File: src/rtl/bbc_map.svh
// Register offsets, field positions and reset values of the battery bank.
`ifndef BBC_MAP_SVH
`define BBC_MAP_SVH
`define BBC_OFS_COUNTER 8'h20
`define BBC_OFS_UPPER 8'h24
`define BBC_OFS_FEATURE 8'h28
`define BBC_OFS_DEBOUNCE 8'h34
`define BBC_FEATURE_MSB 7
`define BBC_DEBOUNCE_BIT 0
`define BBC_RST_COUNTER 32'h0000_0000
`define BBC_RST_UPPER 32'h0000_0000
`define BBC_RST_FEATURE 8'h00
`define BBC_RST_DEBOUNCE 1'b0
`endif

File: src/rtl/bbc_pkg.sv
// Types shared by the battery-backed register bank.
package bbc_pkg;
   typedef struct packed {
      logic [31:0] counter;
      logic [31:0] upper;
      logic [7:0] feature;
      logic debounce;
   } bbc_regs_t;
endpackage : bbc_pkg

File: src/rtl/bbc_regs.sv
// Battery-backed register bank with a read-advancing counter.
`timescale 1ns/100ps
`include "bbc_map.svh"
module bbc_regs (
   // Clock, battery-domain reset and enable.
   input wire logic clk,
   input wire logic rst,
   input wire logic ce,
   // Register interface.
   input wire logic [7:0] addr,
   input wire logic rd_en,
   input wire logic wr_en,
   input wire logic [31:0] wr_data,
   output logic [31:0] rd_data,
   // Controls driven by the bank.
   output logic debounce_en,
   output logic [7:0] boot_feature
);
   bbc_pkg::bbc_regs_t regs;
   bbc_pkg::bbc_regs_t next_regs;
   logic [31:0] next_rd_data;
   logic rd_take;
   logic wr_take;

   // Every decode in the logic goes through here; the first checks below compare addr directly.
   function automatic logic bbc_hit(input logic [7:0] a,
      input logic [7:0] ofs);
      return a == ofs;
   endfunction : bbc_hit

   // Offsets outside this set read as zero and swallow writes.
   function automatic logic bbc_mapped(input logic [7:0] a);
      return bbc_hit(a, `BBC_OFS_COUNTER) || bbc_hit(a, `BBC_OFS_UPPER)
         || bbc_hit(a, `BBC_OFS_FEATURE) || bbc_hit(a, `BBC_OFS_DEBOUNCE);
   endfunction : bbc_mapped

   // A strobe only counts while the enable is high.
   assign rd_take = ce && rd_en;
   assign wr_take = ce && wr_en;

   // The counter only moves on reads, so a write at its offset is a no-op.
   always_comb begin
      next_regs = regs;
      next_rd_data = rd_data;
      if (rd_en) begin
         if (bbc_hit(addr, `BBC_OFS_COUNTER)) begin
            next_rd_data = regs.counter;
            next_regs.counter = regs.counter + 32'h0000_0001;
         end else if (bbc_hit(addr, `BBC_OFS_UPPER)) begin
            next_rd_data = regs.upper;
         end else if (bbc_hit(addr, `BBC_OFS_FEATURE)) begin
            next_rd_data = {24'h00_0000, regs.feature};
         end else if (bbc_hit(addr, `BBC_OFS_DEBOUNCE)) begin
            next_rd_data = {31'h0000_0000, regs.debounce};
         end else begin
            next_rd_data = 32'h0000_0000;
         end
      end
      if (wr_en) begin
         if (bbc_hit(addr, `BBC_OFS_UPPER)) begin
            next_regs.upper = wr_data;
         end else if (bbc_hit(addr, `BBC_OFS_FEATURE)) begin
            next_regs.feature = wr_data[`BBC_FEATURE_MSB:0];
         end else if (bbc_hit(addr, `BBC_OFS_DEBOUNCE)) begin
            next_regs.debounce = wr_data[`BBC_DEBOUNCE_BIT];
         end
      end
   end

   // The rst input must be the battery-domain reset only.
   always_ff @(posedge clk) begin
      if (rst) begin
         regs.counter <= `BBC_RST_COUNTER;
         regs.upper <= `BBC_RST_UPPER;
         regs.feature <= `BBC_RST_FEATURE;
         regs.debounce <= `BBC_RST_DEBOUNCE;
         rd_data <= 32'h0000_0000;
         debounce_en <= 1'b0;
         boot_feature <= 8'h00;
      end else if (ce) begin
         regs <= next_regs;
         rd_data <= next_rd_data;
         debounce_en <= next_regs.debounce;
         boot_feature <= next_regs.feature;
      end
   end

   property p_count_read;
      @(posedge clk) disable iff (rst)
         (ce && rd_en && addr == `BBC_OFS_COUNTER)
         |=> (regs.counter == $past(regs.counter) + 32'h0000_0001)
         && (rd_data == $past(regs.counter));
   endproperty
   a_count_read: assert property (p_count_read)
      else $error("counter did not advance on read");

   property p_count_hold;
      @(posedge clk) disable iff (rst)
         !(ce && rd_en && addr == `BBC_OFS_COUNTER) |=> $stable(regs.counter);
   endproperty
   a_count_hold: assert property (p_count_hold)
      else $error("counter moved without a read");

   property p_reset_zero;
      @(posedge clk) rst |=> regs.counter == 32'h0000_0000;
   endproperty
   a_reset_zero: assert property (p_reset_zero)
      else $error("counter not cleared by reset");

   property p_upper_wr;
      @(posedge clk) disable iff (rst)
         (ce && wr_en && addr == `BBC_OFS_UPPER)
         |=> regs.upper == $past(wr_data);
   endproperty
   a_upper_wr: assert property (p_upper_wr)
      else $error("upper word write lost");

   property p_feat_wr;
      @(posedge clk) disable iff (rst)
         (ce && wr_en && addr == `BBC_OFS_FEATURE)
         |=> boot_feature == $past(wr_data[7:0]);
   endproperty
   a_feat_wr: assert property (p_feat_wr)
      else $error("feature byte write lost");

   property p_deb_wr;
      @(posedge clk) disable iff (rst)
         (ce && wr_en && addr == `BBC_OFS_DEBOUNCE)
         |=> debounce_en == $past(wr_data[0]);
   endproperty
   a_deb_wr: assert property (p_deb_wr)
      else $error("debounce enable write lost");

   property p_resv_feat;
      @(posedge clk) disable iff (rst)
         (ce && rd_en && addr == `BBC_OFS_FEATURE) |=> rd_data[31:8] == 24'h0;
   endproperty
   a_resv_feat: assert property (p_resv_feat)
      else $error("reserved feature bits not zero");

   property p_resv_deb;
      @(posedge clk) disable iff (rst)
         (ce && rd_en && addr == `BBC_OFS_DEBOUNCE) |=> rd_data[31:1] == 31'h0;
   endproperty
   a_resv_deb: assert property (p_resv_deb)
      else $error("reserved debounce bits not zero");

   property p_ctr_wr;
      @(posedge clk) disable iff (rst)
         (wr_take && !rd_en && bbc_hit(addr, `BBC_OFS_COUNTER))
         |=> regs.counter == $past(regs.counter);
   endproperty
   a_ctr_wr: assert property (p_ctr_wr)
      else $error("write changed the counter");

   property p_rd_hold;
      @(posedge clk) disable iff (rst)
         !rd_take |=> $stable(rd_data);
   endproperty
   a_rd_hold: assert property (p_rd_hold)
      else $error("read data moved without a read");

   property p_upper_rd;
      @(posedge clk) disable iff (rst)
         (rd_take && bbc_hit(addr, `BBC_OFS_UPPER))
         |=> rd_data == $past(regs.upper);
   endproperty
   a_upper_rd: assert property (p_upper_rd)
      else $error("upper word read wrong");

   property p_upper_hold;
      @(posedge clk) disable iff (rst)
         !(wr_take && bbc_hit(addr, `BBC_OFS_UPPER))
         |=> $stable(regs.upper);
   endproperty
   a_upper_hold: assert property (p_upper_hold)
      else $error("upper word moved without a write");

   property p_rst_upper;
      @(posedge clk) rst |=> regs.upper == `BBC_RST_UPPER;
   endproperty
   a_rst_upper: assert property (p_rst_upper)
      else $error("upper word not cleared by reset");

   property p_feat_rd;
      @(posedge clk) disable iff (rst)
         (rd_take && bbc_hit(addr, `BBC_OFS_FEATURE))
         |=> rd_data[7:0] == $past(regs.feature);
   endproperty
   a_feat_rd: assert property (p_feat_rd)
      else $error("feature byte read wrong");

   property p_feat_hold;
      @(posedge clk) disable iff (rst)
         !(wr_take && bbc_hit(addr, `BBC_OFS_FEATURE))
         |=> $stable(boot_feature);
   endproperty
   a_feat_hold: assert property (p_feat_hold)
      else $error("feature byte moved without a write");

   property p_rst_feat;
      @(posedge clk) rst
         |=> boot_feature == `BBC_RST_FEATURE
         && regs.feature == `BBC_RST_FEATURE;
   endproperty
   a_rst_feat: assert property (p_rst_feat)
      else $error("feature byte not cleared by reset");

   property p_deb_hold;
      @(posedge clk) disable iff (rst)
         !(wr_take && bbc_hit(addr, `BBC_OFS_DEBOUNCE))
         |=> $stable(debounce_en);
   endproperty
   a_deb_hold: assert property (p_deb_hold)
      else $error("debounce enable moved without a write");

   property p_rst_deb;
      @(posedge clk) rst
         |=> debounce_en == `BBC_RST_DEBOUNCE
         && regs.debounce == `BBC_RST_DEBOUNCE;
   endproperty
   a_rst_deb: assert property (p_rst_deb)
      else $error("debounce enable not cleared by reset");

   property p_unmapped_rd;
      @(posedge clk) disable iff (rst)
         (rd_take && !bbc_mapped(addr)) |=> rd_data == 32'h0000_0000;
   endproperty
   a_unmapped_rd: assert property (p_unmapped_rd)
      else $error("unmapped offset did not read zero");
endmodule : bbc_regs

File: config.mk
export PLATFORM = sky130hd
export DESIGN_NAME = bbc_regs
export DESIGN_NICKNAME = d
export VERILOG_FILES = /design/src/rtl/bbc_pkg.sv /design/src/rtl/bbc_regs.sv
export VERILOG_INCLUDE_DIRS = /design/src /design/src/rtl
export SDC_FILE = /design/constraint.sdc
export NUM_CORES = 1
export LEC_CHECK = 0
export BUFFER_PORTS_ARGS = -buffer_cell sky130_fd_sc_hd__buf_2
export CORE_MARGIN = 2
export CORE_UTILIZATION = 52
export DETAILED_ROUTE_END_ITERATION = 10
export GPL_ROUTABILITY_DRIVEN = 0
export PLACE_DENSITY_LB_ADDON = 0.1
export SLEW_MARGIN = 20
export SYNTH_ARGS = -nofsm -noshare
export SYNTH_HDL_FRONTEND = slang
export SYNTH_SLANG_ARGS = --single-unit
File: constraint.sdc
create_clock -name clk -period 3.6 [get_ports clk]
set_input_delay 0.72 -clock clk [delete_from_list [all_inputs] [get_ports clk]]
set_output_delay 0.72 -clock clk [all_outputs]
set_load 0.005 [all_outputs]
**After elaboration in Yosys (flattened, before gate mapping)**

Cells that the tools add are included.

- Word-level logic and storage cells: 21
- Input bits: 45
- Register bits: 105
- Output and inout bits: 41

- Reduce and logical (&&, ||, !) cells: 5
- Add/sub/neg operators: 1
- Multiplexer cells: 4
- Bitwise operators: 2
- Equal/unequal tests: 4

Operators with widths:

| kind | number |
|---|---|
| 32-bit two-way mux | 2 |
| 32-bit by 1-bit adder with 32-bit output, second input constant | 1 |
| 8-bit by 6-bit == test with 1-bit output, second input constant | 4 |
| 8-bit two-way mux | 1 |
| 3-bit AND reduction | 2 |
| 5-bit AND reduction | 1 |
| 4-bit AND reduction | 1 |
| 1-bit inverter | 2 |
| 2-bit AND reduction | 1 |
| 1-bit two-way mux | 1 |

**Depth between registers and ports, before layout**

Gate-level depths: netlist (run 1).

- Depth after elaboration: 5
- Gate-level depth with buffers: 9

**Least setup slack after synthesis (run 1)**

No wires, ideal clock.

- Path type: input to register
- From: input port addr[7]
- To: register regs[39] (netlist name)
- Data required time: 3.468 ns
- Stages: 8
- Buffers on the path: 3
- Setup time: 0.132 ns
- Setup slack: 1.139 ns
- Arrival time: 2.328 ns
- Path through: or4b_1 > or3_1 > buf_6 > or2_1 > buf_2 > buf_6 > nand2_1 > a21oi_1

- Longest elaborated chain between the ends: 2

Ends and longest elaborated chain:

| what | line | text |
|---|---|---|
| start, declared | bbc_regs.sv:10 | `input wire logic [7:0] addr,` |
| 8-bit by 6-bit == test with 1-bit output | bbc_regs.sv:28 | `return a == ofs;` |
| 3-bit AND reduction (no source line) | -- |  |
| end signal, assigned | bbc_regs.sv:81 | `regs <= next_regs;` |
| end, declared | bbc_regs.sv:19 | `bbc_pkg::bbc_regs_t regs;` |

No other way between the ends.
A chain may end at the register's enable or synchronous reset.

**Worst setup path after layout (run 1)**

- From: input port addr[7]
- To: register regs[10] (netlist name)

Same word-level chain as after synthesis.

==> qor.txt, run 1 <==
Outcome = complete, no violations
Synthesis-stage register bit count = 105
Final Cycle Share = 69.5%
Count of cell types in the netlist = 39
Sequential fraction of the synthesis area = 47.2%
Synth area leader = dfxtp_1
Initial Utilization = 54.0%
Peak VDD IR = 191 uV
Crit-path max cell delay = 0.60 ns
Hold EP = regs[9]
Crit path depth = 6
Multi-input logic area = 2110 sq um
Wirelength per Cell = 14.3 um
Setup TNS = 0 ns
Hold Startpoint = regs[9]
Die width = 96.6 um
Clock skew = 0.00996 ns
Routed vias/inst = 5.40
Post-CTS setup buffers = 0
Slew HR = 45.5%
Setup violations, final = 0
Max-Cap Viols = 0
Hold Violations, Final = 0
CP max-delay cell = or2_2
Vert. Die Dim = 96.6 um
Die footprint = 9330 sq um
Post-Syn Area = 4460 sq um
Crit path launch type = primary input
Share of layout cells above drive strength 1 = 18.9%
Top Ports = 86
Actual slew at the worst max-slew pin = 0.810 ns
Antenna Diode Count = 0
Critical Path RT = 3.81 ns
FF+latch area = 2100 sq um
RSZ-0062 raised after global routing = false
HPWL Detailed = 6940 um
First-pass GRT wire length = 16400 um
Post-Synthesis Cells = 535
Crit path buf inv count = 1
Critical path arrival = 2.71 ns
CTS buffer count = 9
Tot Pwr = 1.91 mW
Crit Path Class = in -> reg
Area post-placement = 4840 sq um
PostCTS Resize Cnt = 0
WHS Path Cells = 2
Worst-path maximum fanout = 32
Achievable frequency = 400 MHz
Largest net degree at the start of global routing = 85
Syn_area_per_cell = 8.33 sq um
Layout Nets = 643
Antenna Violating Nets Remaining = 0
Critical R2R Launch = regs[51]
Vias in the first global route = 3569
PwrDens = 381 nW/um^2
Max Slew Vio Count = 0
Row Count = 33
Hold buffers post-CTS = 0
Clock Tree Buf Depth = 2
Setup crit end kind = flop
Yosys warnings = 0
Mapped Nets = 581
TritonCTS Sinks = 105
Final non-filler cell area = 5020 sq um
Commonest non-fill, non-tap cell in the layout = dfxtp_1
R2R Setup Slk = 1.41 ns
Clock Pin Slew Worst Setup and Hold Paths = 0.10 ns
Tmin final = 2.50 ns
Core ar. = 8260 sq um
H-tree depth = 3
Initial DRC Count = 151
Hold WS = 0.457 ns
First-pass iteration count of the detailed router = 4
Fill cell count = 812
Top-area cell type share of the netlist area = 47.2%
Ranking of synthesized cells by area = dfxtp_1, nand2_1, a21oi_1, a22oi_1, xnor2_1
Global route overflow = 0
Critical path, cell by cell = buf_2 > or4b_1 > or3_1 > or2_2 > nand2_1 > a21oi_1
Clock Tree Root = clkbuf_8
Vias = 3815
Top delay family on crit path = simple AND/OR/NAND/NOR gates
Skew-Pair Late Insertion Delay = 0.36 ns
Final WL = 10100 um
Hold Crit Class = reg -> reg
Port Buffers = 85
DR DRC count = 0
Endpoint of the worst-slack reg-to-reg timing path = regs[72]
Most frequent cells in the layout = dfxtp_1, nand2_1, buf_2
Area Overhead vs Synth = 12.5%
CTS tree = done
Leakage = 1.83 nW
Antenna violations before repair = 0
GRT Util Overall = 22.4%
Reg2Reg Depth = 5
-- worst min-delay path, delay by kind of cell (launching register included) --
kind            cells  cell delay, ns
flops               1            0.32
compound gates      1            0.05
simple gates        1            0.05
-- layout make-up --
type,instances,area share [%]
clock buffers,11,2.62
clock inverters,5,0.823
inverters,5,0.374
multi-input cells,384,42.1
flip-flops and latches,105,41.9
well taps,105,2.62
repair buffers,92,9.58
-- power by group --
group / internal [mW] / switching, mW / leakage (nW)
Combinational: 0.0321 / 0.0542 / 0.898
Clock: 0.259 / 0.397 / 0.0854
Sequential: 1.17 / 0.00235 / 0.846
-- how the worst max path moves through the flow --
stage	start	end	slack, ns
floorplan	addr[7]	regs[39]	1.14
global placement	addr[7]	regs[38]	0.60
detailed placement	addr[7]	regs[14]	0.55
CTS	addr[7]	regs[14]	0.95
global route	addr[7]	regs[34]	0.99
finish	addr[7]	regs[10]	1.10
-- routing by layer --
layer  GRT usage [%]  part of all wire, %  vias up
met1            30.4                   48     1744
met2            36.2                   46       84
met5               0                    0        -
li1                -                    -     1976
met3            4.65                  5.2       11
met4            6.22                  1.3        0
-- per-stage QoR --
stage | setup slack, ns | instances | util [%]
2_1_floorplan | 1.14 | 535 | -
3_3_place_gp | 0.604 | 691 | 58.7
3_5_place_dp | 0.550 | 691 | 58.7
4_1_cts | 0.946 | 707 | 60.7
5_1_grt | 0.990 | 707 | 60.7
6_report | 1.10 | 707 | 60.7
-- sequential cells by signal, indices dropped and copies added (netlist names) --
name,flops
regs,73
rd_data,32
-- cell families after synthesis --
kind of cell	Yosys count	share of synthesized area (%)
AOI/OAI and AO/OA	120	15.3
xor gates and xnor gates	22	4.32
adders and majority gates	1	0.281
buffers and inverters	46	5.50
DFF	105	47.2
muxes	10	2.25
and+or+nand+nor	231	25.2
-- cell usage after synthesis, drive strengths merged --
library cell	count
nor4	9
and4b	2
clkbuf	21
nand4	12
or4	4
a22oi	31
nand2b	1
a21oi	71
dfxtp	105
nor4b	4
and3	2
or4b	2
nor2b	4
xor2	4
inv	5
xnor2	18
o21ai	16
ha	1
and4	4
and2	1
o211ai	1
or2	2
or3	8
nor2	44
nand3b	1
mux2i	10
nand2	102
buf	20
nor3	17
a21o	1
nand3	12
(Power assumes the default switching activity.)
==> inputs of run 2 (changes only) <==
--- a/config.mk
+++ b/config.mk
@@ -8,7 +8,7 @@
 export LEC_CHECK = 0
 export BUFFER_PORTS_ARGS = -buffer_cell sky130_fd_sc_hd__buf_2
 export CORE_MARGIN = 2
-export CORE_UTILIZATION = 52
+export CORE_UTILIZATION = 50
 export DETAILED_ROUTE_END_ITERATION = 10
 export GPL_ROUTABILITY_DRIVEN = 0
 export PLACE_DENSITY_LB_ADDON = 0.1
==> constraint.sdc (replaced) <==
create_clock -name clk -period 2.3 [get_ports clk]
set_input_delay 0.46 -clock clk [delete_from_list [all_inputs] [get_ports clk]]
set_output_delay 0.46 -clock clk [all_outputs]
set_load 0.005 [all_outputs]
==> run 2 against run 1 <==
Effect of this change: die area is 3.8% higher; largest cell class unchanged; sequential cell count stayed put; non-clock buffer count rose by 19; sequential share of layout area fell by 1.7 points; utilization shrank 0.48 points; final area up 4.3%; power grew 59%; via count increased by 4.6%; clock skew grew 0.0023 ns; clock power increased by 63%; global-route usage increased by 0.23 points; critical path type is now reg -> reg.
==> qor.txt, run 2 (synthesis gave the netlist of run 1 again) <==
Outcome = complete, no violations
CP most frequent cell = nor4b_1
CTS tree = done
Largest net degree at the start of global routing = 54 (-36%)
Global route overflow = 0 (unchanged)
Antenna violations before repair = 0 (unchanged)
R2R Setup Slk = 0.25 ns (-1.16 ns)
Post-CTS setup buffers = 0 (unchanged)
Hold buffers post-CTS = 0 (unchanged)
TritonCTS Sinks = 105 (unchanged)
H-tree depth = 3 (unchanged)
CTS buffer count = 9 (unchanged)
Clock Pin Slew Worst Setup and Hold Paths = 0.10 ns (about the same)
DR DRC count = 0 (unchanged)
CP max-delay cell = nor4b_1
Max-Cap Viols = 0 (unchanged)
Critical Path RT = 2.55 ns (-1.26 ns)
Vias in the first global route = 3766 (+5.5%)
Antenna Diode Count = 0 (unchanged)
Hold Crit Class = in -> reg
PostCTS Resize Cnt = 0 (unchanged)
Row Count = 34 (+3.0%)
Vert. Die Dim = 98.4 um (+1.9%)
Hold Startpoint = wr_data[26]
Clock Tree Buf Depth = 2 (unchanged)
First-pass GRT wire length = 18100 um (+10%)
Area Overhead vs Synth = 17.3%
Largest register FFs = 73 (unchanged)
Skew-Pair Late Insertion Delay = 0.36 ns (about the same)
Die footprint = 9690 sq um (+3.8%)
Routed vias/inst = 5.47 (+1.5%)
Final WL = 10600 um (+5.1%)
Area post-placement = 5050 sq um (+4.3%)
Endpoint of the worst-slack reg-to-reg timing path = regs[59]
Share of layout cells above drive strength 1 = 21.3% (+2.3 points)
Hold EP = regs[35]
Final non-filler cell area = 5230 sq um (+4.3%)
Die width = 98.4 um (+1.9%)
HPWL Detailed = 7440 um (+7.2%)
Layout Nets = 662 (+3.0%)
Setup violations, final = 0 (unchanged)
Top Ports = 86 (unchanged)
Setup crit end kind = flop
Crit path launch type = flop
Wirelength per Cell = 14.5 um (+1.9%)
Antenna Violating Nets Remaining = 0 (unchanged)
Actual slew at the worst max-slew pin = 0.546 ns (-0.265 ns)
Critical path arrival = 2.30 ns (-0.41 ns)
Final Cycle Share = 89.1%
Vias = 3991 (+4.6%)
Max Slew Vio Count = 0 (unchanged)
First-pass iteration count of the detailed router = 5 (+1)
Critical R2R Launch = regs[44]
Core ar. = 8680 sq um (+5.1%)
Crit-path max cell delay = 0.50 ns (-0.10 ns)
Clock skew = 0.0123 ns (+0.00235 ns)
Most frequent cells in the layout = dfxtp_1, nand2_1, buf_2
GRT Util Overall = 22.6% (+0.23 points)
Top reg by flops = regs
RSZ-0062 raised after global routing = false
Critical path, cell by cell = nor4b_1 > nand4_1 > buf_4 > nor4b_1 > xnor2_1 > nor2_1
Biggest regs = regs: 73 flops, rd_data: 32 flops
Slew HR = 63.1% (+18 points)
Hold Violations, Final = 0 (unchanged)
Port Buffers = 85 (unchanged)
Setup TNS = 0 ns (unchanged)
PwrDens = 581 nW/um^2 (+53%)
Peak VDD IR = 281 uV (+47%)
Reg2Reg Depth = 6 (+1)
Leakage = 1.95 nW (+6.5%)
Crit Path Class = reg -> reg
WHS Path Cells = 3 (+1)
Initial DRC Count = 198 (+31%)
Achievable frequency = 488 MHz
Tmin final = 2.05 ns
Clock Tree Root = clkbuf_8
Initial Utilization = 51.4% (-2.6 points)
Worst-path maximum fanout = 17 (-47%)
Commonest non-fill, non-tap cell in the layout = dfxtp_1
## run 2: cell types whose count changed in the layout (fill, tap and decap cells not counted), sizes merged
cell | before | now
buf | 92 | 111
inv | 6 | 8
clkinv | 3 | 2
clkinvlp | 1 | 0
## run 2: layout make-up
type,instances,area [sq um]
clock buffers,11,131
clock inverters,5,46.3
fillers,852,3450
inverters,5,18.8
multi-input cells,384,2110
flip-flops and latches,105,2100
well taps,108,135
repair buffers,111,686
## run 2: how the worst max path moves through the flow
stage / startpoint / endpoint / slack, ns / cells past startpoint
floorplan: addr[7] / regs[39] / 0.1 / 8
global placement: addr[7] / regs[17] / 0.05 / 7
detailed placement: addr[4] / regs[68] / 0.03 / 6
CTS: regs[44] / regs[59] / 0.30 / 6
global route: regs[52] / regs[71] / 0.15 / 5
finish: regs[44] / regs[59] / 0.25 / 6
## run 2: per-layer routing
| metal | up-vias | GRT usage [%] | part of all wire, % |
|---|---|---|---|
| li1 | 2018 | - | - |
| met1 | 1856 | 32.2 | 48 |
| met2 | 108 | 35.3 | 46 |
| met3 | 9 | 4.11 | 5.1 |
| met4 | 0 | 6.85 | 0.81 |
| met5 | - | 0 | 0 |
## run 2: per-stage QoR
step           power, mW  hold WS, ns  instances  setup WS, ns  utilization (%)
2_1_floorplan       1.94        0.432        535        0.0993                -
3_3_place_gp        2.01        0.439        713        0.0484             58.2
3_5_place_dp        2.01        0.446        713        0.0295             58.2
4_1_cts             3.07        0.303        729         0.298             60.3
5_1_grt             3.16        0.323        729         0.153             60.3
6_report            3.04        0.317        729         0.251             60.3
## run 2: worst max-delay path, delay by kind of cell, from the launching register on
kind | cells | cell delay, ns
and+or+nand+nor | 4 | 1.11
xor gates and xnor gates | 1 | 0.17
buffers and inverters | 1 | 0.23
DFF | 1 | 0.44
## run 2: where the power goes
part | leakage [nW] | switching [mW] | internal, mW | total, mW
Sequential | 0.846 | 0.00378 | 1.82 | 1.83
Clock | 0.0904 | 0.651 | 0.415 | 1.07
Combinational | 1.01 | 0.0862 | 0.0578 | 0.144
Total | 1.95 | 0.741 | 2.30 | 3.04
==> inputs of run 3 (changes only) <==
--- a/config.mk
+++ b/config.mk
@@ -8,7 +8,7 @@
 export LEC_CHECK = 0
 export BUFFER_PORTS_ARGS = -buffer_cell sky130_fd_sc_hd__buf_2
 export CORE_MARGIN = 2
-export CORE_UTILIZATION = 50
+export CORE_UTILIZATION = 52
 export DETAILED_ROUTE_END_ITERATION = 10
 export GPL_ROUTABILITY_DRIVEN = 0
 export PLACE_DENSITY_LB_ADDON = 0.1
==> constraint.sdc (replaced) <==
create_clock -name clk -period 1.9 [get_ports clk]
set_input_delay 0.38 -clock clk [delete_from_list [all_inputs] [get_ports clk]]
set_output_delay 0.38 -clock clk [all_outputs]
set_load 0.005 [all_outputs]
==> run 3 against run 2 <==
Effect of this change: critical path depth is 1 higher; final cell count rose by 2.9%; global-route usage rose by 1.9 points; via count grew 1.3%; utilization grew 6.1 points; non-clock buffer count grew 24; die area decreased by 3.7%; critical path type is now in -> reg; critical endpoint is now regs[9]; largest cell class unchanged; largest power group unchanged; highest routed layer unchanged.
==> qor.txt, run 3 (synthesis gave the netlist of run 1 again) <==
Top reg by flops = regs
Setup violations, final = 0 (unchanged)
Core ar. = 8260 sq um (-4.8%)
Top Ports = 86 (unchanged)
Row Count = 33 (-2.9%)
Hold Crit Class = in -> reg
GRT Util Overall = 24.6% (+1.9 points)
Routed vias/inst = 5.39 (-1.6%)
First-pass iteration count of the detailed router = 4 (-1)
Sw frac = 23.2% (-1.2 points)
Clock Power Share = 37.3% (+2.2 points)
Critical path arrival = 2.06 ns (-0.24 ns)
Vias in the first global route = 3726 (-1.1%)
Setup crit end kind = flop
First-pass GRT wire length = 17800 um (-1.6%)
Worst-path maximum fanout = 32 (+15)
Crit Path Class = in -> reg
Clock Tree Root = clkbuf_8
Layout Nets = 686 (+3.6%)
HPWL Detailed = 7640 um (+2.7%)
Wirelength per Cell = 14.5 um (about the same)
Antenna Violating Nets Remaining = 0 (unchanged)
Hold WS = 0.234 ns (-0.0822 ns)
Initial Utilization = 54.0% (+2.6 points)
Final WL = 10900 um (+2.9%)
Die width = 96.6 um (-1.9%)
Biggest regs = regs: 73 flops, rd_data: 32 flops
Antenna violations before repair = 0 (unchanged)
Slew HR = 62.4% (-0.70 points)
H-tree depth = 3 (unchanged)
Area Overhead vs Synth = 23.0%
Global route overflow = 0 (unchanged)
Combinational power share = 4.9% (+0.2 points)
Crit path launch type = primary input
Fin util = 66.4% (+6.1 points)
Final Cycle Share = 96.1%
Peak VDD IR = 443 uV (+58%)
Fill cell count = 760 (-11%)
Sequential share of power = 57.8% (-2.4 points)
CTS buffer count = 9 (unchanged)
Hold Violations, Final = 0 (unchanged)
Antenna Diode Count = 0 (unchanged)
Largest register FFs = 73 (unchanged)
Clock Tree Buf Depth = 2 (unchanged)
Reg2Reg Depth = 5 (-1)
WHS Path Cells = 3 (unchanged)
Vert. Die Dim = 96.6 um (-1.9%)
Commonest non-fill, non-tap cell in the layout = dfxtp_1
CTS tree = done
Achievable frequency = 548 MHz
Vias = 4041 (+1.3%)
Leakage = 2.08 nW (+6.8%)
Most frequent cells in the layout = dfxtp_1, nand2_1, buf_2
Sw Pwr = 0.888 mW (+20%)
Max-Cap Viols = 0 (unchanged)
Skew-Pair Late Insertion Delay = 0.37 ns (about the same)
RSZ-0062 raised after global routing = true
Outcome = complete, no violations
Internal power = 2.94 mW (+28%)
Largest net degree at the start of global routing = 54 (unchanged)
Hold buffers post-CTS = 0 (unchanged)
Clock skew = 0.0133 ns (+0.000993 ns)
Actual slew at the worst max-slew pin = 0.564 ns (+0.0183 ns)
Port Buffers = 85 (unchanged)
PwrDens = 699 nW/um^2 (+20%)
Share of layout cells above drive strength 1 = 25.4% (+4.2 points)
DR DRC count = 0 (unchanged)
Critical Path RT = 2.13 ns (-0.42 ns)
Initial DRC Count = 209 (+5.6%)
TritonCTS Sinks = 105 (unchanged)
Clock Pin Slew Worst Setup and Hold Paths = 0.11 ns (about the same)
Die footprint = 9330 sq um (-3.7%)
Setup TNS = 0 ns (unchanged)
Max Slew Vio Count = 0 (unchanged)
Tmin final = 1.83 ns
==> run 3: critical path, stage by stage <==
cell and delay, ns:
buf_2 0.11, or4b_4 0.53, or3_1 0.43, or2_1 0.27, buf_12 0.17, nand2_1 0.08
a21oi_1 0.06
==> run 3: power groups by stage <==
stage	registers [mW]	clock network [mW]	logic, mW
after floorplan	2.26	0	0.0824
after global placement	2.26	0	0.183
after detailed placement	2.26	0	0.185
after CTS	2.21	1.45	0.186
after global routing	2.21	1.55	0.209
final	2.21	1.43	0.188
==> run 3: final timing paths <==
path          startpoint  slack [ns]    endpoint
max              addr[1]        0.07     regs[9]
max reg2reg     regs[54]        0.08    regs[67]
min reg2reg     regs[18]        0.46  rd_data[9]
min          wr_data[24]        0.23    regs[33]
==> run 3: what timing repair did <==
| item | 4_1_cts | 5_1_grt |
|---|---|---|
| setup buffers | 0 | 2 |
| gates resized for setup | 0 | 6 |
| setup endpoints to repair | 0 | 10 |
==> run 3: final cells by class <==
| type | instances | area, sq um | area share (%) |
|---|---|---|---|
| clock buffer | 11 | 141 | 2.58 |
| clock inverter | 5 | 62.6 | 1.14 |
| inverter | 5 | 18.8 | 0.342 |
| multi-input combinational | 384 | 2140 | 39.1 |
| sequential | 105 | 2100 | 38.4 |
| tap | 105 | 131 | 2.40 |
| timing repair buffer | 135 | 878 | 16.0 |
==> run 3: per-layer routing <==
metal | track usage, % | part of all wire (%)
met3 | 6.13 | 5.4
met1 | 34.5 | 48
met5 | 0 | 0
met2 | 37.2 | 46
met4 | 7.75 | 1.0
==> run 3: stage by stage <==
step	cell area, sq um	power, mW	setup slack (ns)	cells
6_report	5480	3.83	0.0735	750
5_1_grt	5480	3.98	-0.0201	750
4_1_cts	5440	3.85	0.0751	748
3_5_place_dp	5240	2.45	-0.300	732
3_3_place_gp	5240	2.45	-0.252	732
2_1_floorplan	4490	2.35	-0.197	535
